File: src/rtl/lss_pkg.sv
// Constants for the light sensor status and configuration registers
// Notes on behaviour
// - Event-pin direction bit: 0 input, 1 output; resets to output.
// - Source field: 0 alert, 1 every conversion, 2 invalid, 3 every four.
// - Reserved zero fields read as zero; host writes zero into them.
// - Burst bit set (reset 1): read pointer advances after each read.
// - Overflow indicator set when conversion overflows; read-only, resets 0.
// - Done indicator goes 1 at conversion end; 0 means busy; resets 0.
// - Done indicator clears on flag register read or non-zero write.
// - Above-limit indicator set after enough consecutive results over high limit.
// - Below-limit indicator set after enough consecutive results under low limit.
// - Hit setting 0,1,2,3 needs one, two, four, eight consecutive hits.
package lss_pkg;
  // Register pointer and offsets
  localparam int PTR_W = 5;
  localparam logic [4:0] OFS_INT_SETUP = 5'h0b;
  localparam logic [4:0] OFS_FLAG_STATUS = 5'h0c;
  localparam logic [4:0] OFS_PART_ID = 5'h11;

  // Interrupt setup fields
  localparam int SETUP_RSVD_LSB = 5;
  localparam int SETUP_DIR_BIT = 4;
  localparam int SETUP_SRC_LSB = 2;
  localparam int SETUP_BURST_BIT = 0;
  localparam logic [10:0] SETUP_RSVD_VAL = 11'h400;
  localparam logic [15:0] SETUP_RST = 16'h8011;
  localparam logic SETUP_DIR_RST = 1'b1;
  localparam logic [1:0] SETUP_SRC_RST = 2'h0;
  localparam logic SETUP_BURST_RST = 1'b1;

  // Event source encodings
  localparam logic [1:0] SRC_ALERT = 2'h0;
  localparam logic [1:0] SRC_EVERY = 2'h1;
  localparam logic [1:0] SRC_INVALID = 2'h2;
  localparam logic [1:0] SRC_FOURTH = 2'h3;
  localparam logic [1:0] FOURTH_LAST = 2'h3;

  // Flag status fields
  localparam int FLG_OVF_BIT = 3;
  localparam int FLG_DONE_BIT = 2;
  localparam int FLG_HIGH_BIT = 1;
  localparam int FLG_LOW_BIT = 0;
  localparam logic [3:0] FLAGS_RST = 4'h0;

  // Part identifier fields
  localparam int ID_LOW_LSB = 12;
  localparam int ID_HIGH_LSB = 0;

  // Event pulse timing
  localparam int CLK_PERIOD_PS = 5000;
  localparam int EVT_PULSE_NS = 1000;
  localparam int EVT_PULSE_CYC =
    (EVT_PULSE_NS * 1000 + CLK_PERIOD_PS - 1) / CLK_PERIOD_PS;
  localparam int EVT_CNT_W = 8;
endpackage : lss_pkg

File: src/rtl/lss_sync.sv
// Two-stage synchroniser for a pin input
`timescale 1ns/1ps
`default_nettype none
module lss_sync (
  input wire logic clk_in,
  input wire logic rst_b_in,
  input wire logic async_in,
  output logic sync_out
);
  logic meta_reg;
  logic meta_next;
  logic sync_reg;
  logic sync_next;

  always_comb begin
    meta_next = async_in;
    sync_next = meta_reg;
  end

  always_ff @(posedge clk_in) begin
    if (!rst_b_in) begin
      meta_reg <= 1'b0;
      sync_reg <= 1'b0;
    end else begin
      meta_reg <= meta_next;
      sync_reg <= sync_next;
    end
  end

  assign sync_out = sync_reg;
endmodule : lss_sync
`default_nettype wire

File: src/rtl/lss_hit_count.sv
// Consecutive limit-violation counter
`timescale 1ns/1ps
`default_nettype none
module lss_hit_count (
  input wire logic clk_in,
  input wire logic rst_b_in,
  input wire logic sample_in,
  input wire logic hit_in,
  input wire logic [1:0] sel_in,
  output logic trip_out
);
  logic [3:0] cnt_reg;
  logic [3:0] cnt_next;
  logic [3:0] need;
  logic trip_reg;
  logic trip_next;

  always_comb begin
    need = 4'h1 << sel_in;
    cnt_next = cnt_reg;
    trip_next = 1'b0;
    if (sample_in) begin
      if (hit_in) begin
        if (cnt_reg < need) begin
          cnt_next = cnt_reg + 4'h1;
        end
        trip_next = (cnt_reg + 4'h1) >= need;
      end else begin
        cnt_next = 4'h0;
      end
    end
  end

  always_ff @(posedge clk_in) begin
    if (!rst_b_in) begin
      cnt_reg <= 4'h0;
      trip_reg <= 1'b0;
    end else begin
      cnt_reg <= cnt_next;
      trip_reg <= trip_next;
    end
  end

  assign trip_out = trip_reg;
endmodule : lss_hit_count
`default_nettype wire

File: src/rtl/lss_regs.sv
// Status, event setup and identification registers of the light sensor
`timescale 1ns/1ps
`default_nettype none
module lss_regs #(
  parameter logic [1:0] PART_ID_LOW = 2'h0, // Arbitrary value
  parameter logic [11:0] PART_ID_HIGH = 12'h0a5 // Arbitrary value
) (
  input wire logic clk_in,
  input wire logic rst_b_in,
  input wire logic ptr_load_in,
  input wire logic [4:0] ptr_in,
  input wire logic reg_wr_in,
  input wire logic [15:0] reg_wdata_in,
  input wire logic reg_rd_in,
  input wire logic conv_done_in,
  input wire logic overflow_in,
  input wire logic above_high_in,
  input wire logic below_low_in,
  input wire logic [1:0] hit_sel_in,
  input wire logic event_pol_in,
  input wire logic event_pin_in,
  output logic [15:0] reg_rdata_out,
  output logic reg_rvalid_out,
  output logic [4:0] read_ptr_out,
  output logic burst_en_out,
  output logic event_pin_out,
  output logic event_pin_oe_out,
  output logic trigger_out
);
  typedef enum logic [0:0] {
    EV_IDLE,
    EV_PULSE
  } lss_ev_state_t;

  // Register pointer and read data
  logic [4:0] ptr_reg;
  logic [4:0] ptr_next;
  logic [15:0] rdata_reg;
  logic [15:0] rdata_next;
  logic rvalid_reg;
  logic rvalid_next;

  // Interrupt setup fields
  logic dir_reg;
  logic dir_next;
  logic [1:0] src_reg;
  logic [1:0] src_next;
  logic burst_reg;
  logic burst_next;

  // Flags
  logic ovf_reg;
  logic ovf_next;
  logic done_reg;
  logic done_next;
  logic high_reg;
  logic high_next;
  logic low_reg;
  logic low_next;

  // Event pin
  lss_ev_state_t ev_state_reg;
  lss_ev_state_t ev_state_next;
  logic [7:0] ev_cnt_reg;
  logic [7:0] ev_cnt_next;
  logic [1:0] conv_cnt_reg;
  logic [1:0] conv_cnt_next;
  logic pin_reg;
  logic pin_next;
  logic oe_reg;
  logic oe_next;
  logic pin_prev_reg;
  logic pin_prev_next;
  logic trig_reg;
  logic trig_next;

  logic pin_sync;
  logic high_trip;
  logic low_trip;
  logic flag_rd;
  logic flag_clr_wr;
  logic start_pulse;

  function automatic logic [15:0] read_word(
    input logic [4:0] addr,
    input logic dir,
    input logic [1:0] src,
    input logic burst,
    input logic [3:0] flags
  );
    logic [15:0] w;
    w = 16'h0000;
    case (addr)
      lss_pkg::OFS_INT_SETUP: begin
        w[15:lss_pkg::SETUP_RSVD_LSB] = lss_pkg::SETUP_RSVD_VAL;
        w[lss_pkg::SETUP_DIR_BIT] = dir;
        w[lss_pkg::SETUP_SRC_LSB +: 2] = src;
        w[lss_pkg::SETUP_BURST_BIT] = burst;
      end
      lss_pkg::OFS_FLAG_STATUS: begin
        w[3:0] = flags;
      end
      lss_pkg::OFS_PART_ID: begin
        w[lss_pkg::ID_LOW_LSB +: 2] = PART_ID_LOW;
        w[lss_pkg::ID_HIGH_LSB +: 12] = PART_ID_HIGH;
      end
      default: begin
        w = 16'h0000;
      end
    endcase
    return w;
  endfunction : read_word

  lss_sync u_pin_sync (
    .clk_in(clk_in),
    .rst_b_in(rst_b_in),
    .async_in(event_pin_in),
    .sync_out(pin_sync)
  );

  lss_hit_count u_high_hits (
    .clk_in(clk_in),
    .rst_b_in(rst_b_in),
    .sample_in(conv_done_in),
    .hit_in(above_high_in),
    .sel_in(hit_sel_in),
    .trip_out(high_trip)
  );

  lss_hit_count u_low_hits (
    .clk_in(clk_in),
    .rst_b_in(rst_b_in),
    .sample_in(conv_done_in),
    .hit_in(below_low_in),
    .sel_in(hit_sel_in),
    .trip_out(low_trip)
  );

  assign flag_rd = reg_rd_in && (ptr_reg == lss_pkg::OFS_FLAG_STATUS);
  assign flag_clr_wr = reg_wr_in && (ptr_reg == lss_pkg::OFS_FLAG_STATUS)
    && (reg_wdata_in != 16'h0000);

  // Pointer, read data and setup register
  always_comb begin
    ptr_next = ptr_reg;
    rdata_next = rdata_reg;
    rvalid_next = 1'b0;
    dir_next = dir_reg;
    src_next = src_reg;
    burst_next = burst_reg;
    if (ptr_load_in) begin
      ptr_next = ptr_in;
    end else if (reg_rd_in) begin
      rdata_next = read_word(ptr_reg, dir_reg, src_reg, burst_reg,
        {ovf_reg, done_reg, high_reg, low_reg});
      rvalid_next = 1'b1;
      if (burst_reg) begin
        ptr_next = ptr_reg + 5'h01;
      end
    end
    if (reg_wr_in && !ptr_load_in &&
        (ptr_reg == lss_pkg::OFS_INT_SETUP)) begin
      dir_next = reg_wdata_in[lss_pkg::SETUP_DIR_BIT];
      src_next = reg_wdata_in[lss_pkg::SETUP_SRC_LSB +: 2];
      burst_next = reg_wdata_in[lss_pkg::SETUP_BURST_BIT];
    end
  end

  always_ff @(posedge clk_in) begin
    if (!rst_b_in) begin
      ptr_reg <= 5'h00;
      rdata_reg <= 16'h0000;
      rvalid_reg <= 1'b0;
      dir_reg <= lss_pkg::SETUP_DIR_RST;
      src_reg <= lss_pkg::SETUP_SRC_RST;
      burst_reg <= lss_pkg::SETUP_BURST_RST;
    end else begin
      ptr_reg <= ptr_next;
      rdata_reg <= rdata_next;
      rvalid_reg <= rvalid_next;
      dir_reg <= dir_next;
      src_reg <= src_next;
      burst_reg <= burst_next;
    end
  end

  // Flags; a new event wins over a clear in the same cycle
  always_comb begin
    ovf_next = ovf_reg;
    done_next = done_reg;
    high_next = high_reg;
    low_next = low_reg;
    if (flag_rd || flag_clr_wr) begin
      done_next = 1'b0;
      high_next = 1'b0;
      low_next = 1'b0;
    end
    if (conv_done_in) begin
      done_next = 1'b1;
      ovf_next = overflow_in;
    end
    if (high_trip) begin
      high_next = 1'b1;
    end
    if (low_trip) begin
      low_next = 1'b1;
    end
  end

  always_ff @(posedge clk_in) begin
    if (!rst_b_in) begin
      ovf_reg <= lss_pkg::FLAGS_RST[lss_pkg::FLG_OVF_BIT];
      done_reg <= lss_pkg::FLAGS_RST[lss_pkg::FLG_DONE_BIT];
      high_reg <= lss_pkg::FLAGS_RST[lss_pkg::FLG_HIGH_BIT];
      low_reg <= lss_pkg::FLAGS_RST[lss_pkg::FLG_LOW_BIT];
    end else begin
      ovf_reg <= ovf_next;
      done_reg <= done_next;
      high_reg <= high_next;
      low_reg <= low_next;
    end
  end

  // Event pin driver and trigger input
  always_comb begin
    ev_state_next = ev_state_reg;
    ev_cnt_next = ev_cnt_reg;
    conv_cnt_next = conv_cnt_reg;
    start_pulse = 1'b0;
    if (conv_done_in) begin
      conv_cnt_next = conv_cnt_reg + 2'h1;
      case (src_reg)
        lss_pkg::SRC_EVERY: begin
          start_pulse = 1'b1;
        end
        lss_pkg::SRC_FOURTH: begin
          start_pulse = (conv_cnt_reg == lss_pkg::FOURTH_LAST);
        end
        default: begin
          start_pulse = 1'b0;
        end
      endcase
    end
    case (ev_state_reg)
      EV_IDLE: begin
        if (start_pulse) begin
          ev_state_next = EV_PULSE;
          ev_cnt_next = 8'(lss_pkg::EVT_PULSE_CYC - 1);
        end
      end
      EV_PULSE: begin
        if (ev_cnt_reg == 8'h00) begin
          ev_state_next = EV_IDLE;
        end else begin
          ev_cnt_next = ev_cnt_reg - 8'h01;
        end
      end
      default: begin
        ev_state_next = EV_IDLE;
      end
    endcase
    oe_next = dir_reg;
    if (!dir_reg) begin
      pin_next = ~event_pol_in;
    end else if (src_reg == lss_pkg::SRC_ALERT) begin
      pin_next = (high_reg || low_reg) ? event_pol_in : ~event_pol_in;
    end else if (src_reg == lss_pkg::SRC_INVALID) begin
      pin_next = ~event_pol_in;
    end else begin
      pin_next = (ev_state_next == EV_PULSE) ? event_pol_in
        : ~event_pol_in;
    end
    pin_prev_next = pin_sync;
    trig_next = !dir_reg && (pin_sync == event_pol_in)
      && (pin_prev_reg != event_pol_in);
  end

  always_ff @(posedge clk_in) begin
    if (!rst_b_in) begin
      ev_state_reg <= EV_IDLE;
      ev_cnt_reg <= 8'h00;
      conv_cnt_reg <= 2'h0;
      pin_reg <= 1'b1;
      oe_reg <= lss_pkg::SETUP_DIR_RST;
      pin_prev_reg <= 1'b0;
      trig_reg <= 1'b0;
    end else begin
      ev_state_reg <= ev_state_next;
      ev_cnt_reg <= ev_cnt_next;
      conv_cnt_reg <= conv_cnt_next;
      pin_reg <= pin_next;
      oe_reg <= oe_next;
      pin_prev_reg <= pin_prev_next;
      trig_reg <= trig_next;
    end
  end

  assign reg_rdata_out = rdata_reg;
  assign reg_rvalid_out = rvalid_reg;
  assign read_ptr_out = ptr_reg;
  assign burst_en_out = burst_reg;
  assign event_pin_out = pin_reg;
  assign event_pin_oe_out = oe_reg;
  assign trigger_out = trig_reg;
endmodule : lss_regs
`default_nettype wire

File: config.mk
export PLATFORM = sky130hd
export DESIGN_NAME = lss_regs
export DESIGN_NICKNAME = d
export VERILOG_FILES = /design/src/rtl/lss_pkg.sv /design/src/rtl/lss_sync.sv /design/src/rtl/lss_hit_count.sv /design/src/rtl/lss_regs.sv
export SDC_FILE = /design/constraint.sdc
export NUM_CORES = 1
export LEC_CHECK = 0
export ABC_CLOCK_PERIOD_IN_PS = 2300
export BUFFER_PORTS_ARGS = -buffer_cell sky130_fd_sc_hd__buf_2
export CAP_MARGIN = 40
export CELL_PAD_IN_SITES_DETAIL_PLACEMENT = 1
export CELL_PAD_IN_SITES_GLOBAL_PLACEMENT = 1
export CORE_MARGIN = 5
export CORE_UTILIZATION = 32
export DETAILED_ROUTE_END_ITERATION = 10
export GPL_TIMING_DRIVEN = 0
export PLACE_DENSITY_LB_ADDON = 0.08
export SETUP_SLACK_MARGIN = 0.05
export SKIP_CTS_REPAIR_TIMING = 1
export SYNTH_ARGS = -nofsm -noshare
export SYNTH_HDL_FRONTEND = slang
export SYNTH_SLANG_ARGS = --single-unit
export TNS_END_PERCENT = 5
File: constraint.sdc
create_clock -name clk_in -period 2.3 [get_ports clk_in]
set_input_delay 0 -clock clk_in [delete_from_list [all_inputs] [get_ports clk_in]]
set_output_delay 0 -clock clk_in [all_outputs]
set_load 0.01 [all_outputs]
-- Word level (Yosys, flattened, before mapping)
Index checks and enable logic that the tools add are counted.
- word-level logic and storage cells: 107
- register bits: 57
- shift-type cells: 1
- add/subtract/negate cells: 5
- reductions and logical operators: 27
- multiplexer cells: 30
- equal/unequal tests: 13
- order comparisons: 4
- bitwise logic cells: 4
- operators by type and width (kind ; count):
    $mux W4 ; 4
    $mux W8 ; 2
    $pmux W8 S2 ; 1
    $reduce_bool A16 Y1 ; 1
    $mux W5 ; 3
    $mux W1 ; 14
    $eq A5 B4 Y1 const B ; 2
    $reduce_and A2 Y1 ; 5
    $reduce_bool A2 Y1 ; 5
    $add A4 B1 Y4 const B ; 2
    $ge A4 B4 Y1 ; 2
    $logic_not A8 Y1 ; 1
    $lt A4 B4 Y1 ; 2
    $pmux W4 S2 ; 1
    $sub A8 B1 Y8 const B ; 1
    $logic_and A1 B1 Y1 ; 7
    $eq A2 B2 Y1 const B ; 3
    $pmux W2 S3 ; 1
    $reduce_and A3 Y1 ; 2
    $add A5 B1 Y5 const B ; 1
    $eq A5 B5 Y1 const B ; 1
    $ne A2 B1 Y1 const B ; 2
    $ne A2 B2 Y1 const B ; 2
    $not A1 Y1 ; 4
    other kinds (12) ; 15

-- Depth between registers and ports, before layout
- depth after elaboration: 9
- depth in mapped cells: 7
- gate-level depth less buffers: 7

-- By module
Synthesis repeated with hierarchy kept, for this count alone.
- cells, all modules: 299
- area, all modules: 2767.7 sq um
- modules (own cells, without submodules) (module ; cells each ; area each (sq um) ; instances ; seq. area each (sq um)):
    lss_regs ; 195 ; 1791.7 ; 1 ; 720.7
    lss_hit_count ; 50 ; 461.7 ; 2 ; 100.1
    lss_sync ; 4 ; 52.6 ; 1 ; 40.0

-- Least setup slack after synthesis
OpenSTA, ideal clock, no wires.
- path kind: register to register
- start: register u_high_hits.cnt_reg[1]
- end: register u_high_hits.cnt_reg[0]
- cell stages (with the launch flop): 7
- data arrival time: 1.580 ns
- path slack: 0.631 ns
- library setup time: 0.088 ns
- required time: 2.212 ns
- period minus slack after synthesis: 1.669 ns
- path through: dfxtp_1 -> ha_1 -> nor2b_1 -> o21a_1 -> o21a_1 -> or3_4 -> o32ai_2
- word-level cells in the longest chain between the ends: 3
- RTL lines (element ; line ; text):
    start, declared ; lss_hit_count.sv:12 ; logic [3:0] cnt_reg;
    start signal, assigned ; lss_hit_count.sv:39 ; cnt_reg <= cnt_next;
    $lt A4 B4 Y1 ; lss_hit_count.sv:24 ; if (cnt_reg < need) begin
    $ne A2 B1 Y1 (no line) ; -- ;
    $reduce_and A2 Y1 (no line) ; -- ;
Every way passes these cells.
A chain may end at the register's enable or synchronous reset.

-- Worst setup path after layout
- start: register ev_cnt_reg[0]
- end: register pin_reg (netlist: event_pin_out)
- word-level cells in the longest chain between the ends: 7
- RTL lines (element ; line ; text):
    start, declared ; lss_regs.sv:64 ; logic [7:0] ev_cnt_reg;
    start signal, assigned ; lss_regs.sv:289 ; ev_cnt_reg <= ev_cnt_next;
    $logic_not A8 Y1 ; lss_regs.sv:252 ; if (ev_cnt_reg == 8'h00) begin
    $mux W1 ; lss_regs.sv:252 ;
    $pmux W1 S2 ; lss_regs.sv:244 ; case (ev_state_reg)
    $mux W1 ; lss_regs.sv:270 ; pin_next = (ev_state_next == EV_PULSE) ? event_pol_in
    $mux W1 ; lss_regs.sv:267 ; end else if (src_reg == lss_pkg::SRC_INVALID) begin
    $mux W1 ; lss_regs.sv:265 ; end else if (src_reg == lss_pkg::SRC_ALERT) begin
    $mux W1 ; lss_regs.sv:263 ; if (!dir_reg) begin
    end signal, assigned ; lss_regs.sv:291 ; pin_reg <= pin_next;
    end, declared ; lss_regs.sv:68 ; logic pin_reg;
Every way passes these cells.

==> results_dict.tcl <==
set metrics [dict create \
    grt_remaining_overflow 0 \
    p_seq_share_pct 53.7 \
    power_density_nw_per_um2 514 \
    fp.dieH_um 99.7 \
    gp_congestion 0.777 \
    cp_max_fo 9 \
    min_path_type "input port to flip-flop" \
    report.final.setup_viol 0 \
    required_ns 2.47 \
    clockBufferDepth 2 \
    grt.busiest_layer "met2" \
    drv_slew 0 \
    rows 32 \
    post-route-period-util_pct 81.6 \
    largest_reg_flops 8 \
    synth.avg_cell_area_um2 8.84 \
    outcome "finished with violations" \
    crit_chain "inv_1 > ha_1 > nor4b_2 > a21boi_2 > o311a_1 > xor2_1 > nand2_1" \
    synthCells 291 \
    start_util_pct 33.1 \
    ios 60 \
    cts_buffers 5 \
    hold_violations 1 \
    clock_skew_ns 0.00744 \
    first_pass_iters 4 \
    slowest_stage "dfxtp_1" \
    fin_tns_setup_ns 0 \
    num_vias 2286 \
    diodes 0 \
    clk_pin_slew_worst_paths_ns 0.09 \
    utilization_pct 41.0 \
    cts_tree "built" \
    final_antenna_net_count 0 \
    violations "hold timing" \
    reg2regPathDepth 7 \
    core_um2 7770 \
    rsz0062_at_grt "false" \
    slew_headroom_pct 62.7 \
    hpwl_um 5280 \
    die_w_um 99.7 \
    drive_gt1_share_pct 20.7 \
    cts_sinks 48 \
    layout.nets 424 \
    fin_cells 469 \
    insertion_delay_ns 0.29 \
    dp.cells 450 \
    grtUsageMet1_pct 18.5 \
    antenna_found_initial 0 \
    path_buf_inv 1 \
    hold_path_depth 3 \
    worstSetupEndpointType "flip-flop" \
    cts_root_buffer "clkbuf_8" \
    p_clk_share_pct 32.1 \
    fin_hold_ws_ns -0.0209 \
    worst_pin_slew_ns 0.559 \
    netlist_area_um2 2570 \
    routed_wl_um 6690 \
    cp.depth 7 \
    drtIter0Drc 60 \
    max_freq_mhz 533 \
    gr-usage-all-layers_pct 13.8 \
    finalPower_mw 1.64 \
    grtUsageMet3_pct 2.52 \
    cp.arrival_ns 2.05 \
    ir_drop_mv 0.206 \
    maxCapViolations 0 \
    io_buffer_count 50 \
    min_period_ns 1.88 \
    h-tree-depth 2 \
    route.detailed.drc 0 \
    ys_ff_latch 48 \
    power.leakage_nw 1.36 \
    yosysWarnings 0 \
    crit_type "flip-flop to flip-flop" \
    use_met2_pct 23.1 \
    ys_types 44 \
    dieArea_um2 9940 \
    internal_power_mw 1.21 \
    wl_per_cell_um 14.3 \
    combPwrFrac_pct 14.3 \
    cp-start-kind "flip-flop" \
    cp_slowest_stage_delay_ns 0.41 \
    ys_seq_area_share_pct 37.3 \
    routed_via_density 4.87 \
    syn_to_final_growth_pct 23.6 \
    grt_pass1_vias 2297 \
    grt_pass1_wl_um 11100 \
    grt_start_max_net_pins 15 \
    cp_top_family "compound AO/OA/AOI/OAI gates" \
    switchingPower_mw 0.425 \
    swShare_pct 26.0 \
]
stage by stage:
step	setup slack [ns]	cell area [µm²]
floorplan	0.631	2600
global placement	0.420	2980
detailed placement	0.409	2980
CTS	0.387	3070
global route	0.264	3180
finish	0.423	3180
logic make-up (layout without fill, tap and decap cells):
family	Yosys count	count (layout)	share of synthesized area, %
AOI/OAI and AO/OA	49	49	13.1
xor gates and xnor gates	13	13	4.42
adders and majority gates	24	24	11.7
buffers and inverters	29	98	5.59
DFF	48	48	37.3
muxes	9	9	3.50
other	1	8	0.146
and+or+nand+nor	118	118	24.2
placed cells by master (no fill, tap or decap), types with 4 or more instances in the layout:
master,count
a211oi_1,6
a21oi_1,14
and2_1,6
buf_2,51
buf_4,9
clkbuf_1,10
clkbuf_8,6
conb_1,8
dfxtp_1,48
dlygate4sd3_1,11
ha_1,24
inv_1,9
mux2i_1,9
nand2_1,25
nand2b_1,9
nand3_1,14
nor2_1,31
nor3_1,8
nor4_1,4
o21a_1,4
o21ai_0,4
o22ai_1,6
xnor2_1,6
xor2_1,7
worst paths after layout:
kind,from,to,slack [ns]
worst max-delay path,ev_cnt_reg[0],event_pin_out,0.42
worst min-delay path,reg_wdata_in[3],src_reg[1],-0.02
worst max register to register,ev_cnt_reg[0],event_pin_out,0.42
worst min register to register,u_pin_sync.meta_reg,u_pin_sync.sync_out,0.44
power by group through the flow:
stage          combinational, mW  clock [mW]  sequential (mW)
3_5_place_dp               0.222           0            0.897
6_report                   0.233       0.524            0.878
2_1_floorplan              0.135           0            0.897
5_1_grt                    0.267       0.594            0.882
3_3_place_gp               0.218           0            0.896
4_1_cts                    0.224       0.553            0.878
per-layer routing:
| layer | wire length (µm) | vias up |
|---|---|---|
| met5 | 0 | - |
| met4 | 44 | 0 |
| met3 | 198 | 4 |
| met2 | 3300 | 27 |
| met1 | 3140 | 1098 |
| li1 | - | 1157 |
synthesized netlist by cell type:
master	count	area, µm²
nand3b_1	3	22.5
ha_1	24	300
conb_1	1	3.75
a21boi_2	1	11.3
nor4_2	1	12.5
nor4_1	4	25.0
a221oi_1	3	26.3
dfxtp_1	48	961
a21oi_1	14	70.1
inv_1	9	33.8
nor3_2	1	10.0
or3_1	1	6.26
nand2b_1	9	56.3
and4b_1	2	20.0
o32ai_2	2	32.5
nand2_1	25	93.8
xnor2_1	6	52.6
and2_1	6	37.5
clkinv_1	1	3.75
o22ai_1	6	37.5
nand4b_1	1	8.76
xor2_1	7	61.3
nor2b_1	3	18.8
buf_2	1	5.00
o21ai_1	3	15.0
nand3_1	14	70.1
clkbuf_1	9	33.8
o21a_1	4	30.0
o311a_1	1	10.0
a311oi_1	1	8.76
a211oi_1	6	45.0
nor3b_1	3	22.5
a21boi_0	2	15.0
o211ai_1	1	7.51
nor3_1	8	40.0
and4bb_2	1	12.5
nor4b_2	1	15.0
nand4_1	2	12.5
mux2i_1	9	90.1
o21ai_0	4	20.0
nor2_1	31	116
a41oi_1	1	8.76
or3_4	2	22.5
buf_4	9	67.6
tightest hold or removal path, delay by kind of cell:
kind | cells | cell delay (ns)
buffers and inverters | 1 | 0.10
and+or+nand+nor | 1 | 0.07
muxes | 1 | 0.06
cell type report:
| cell class | count | area (µm²) |
|---|---|---|
| Clock inverter | 1 | 7.51 |
| Sequential cell | 48 | 961 |
| Timing Repair Buffer | 61 | 360 |
| Buffer | 19 | 106 |
| Inverter | 10 | 37.5 |
| Clock buffer | 7 | 86.3 |
| Fill cell | 967 | 4590 |
| Tap cell | 102 | 128 |
| Multi-Input combinational cell | 221 | 1500 |
Note: power is estimated with default switching activity, not from simulation.
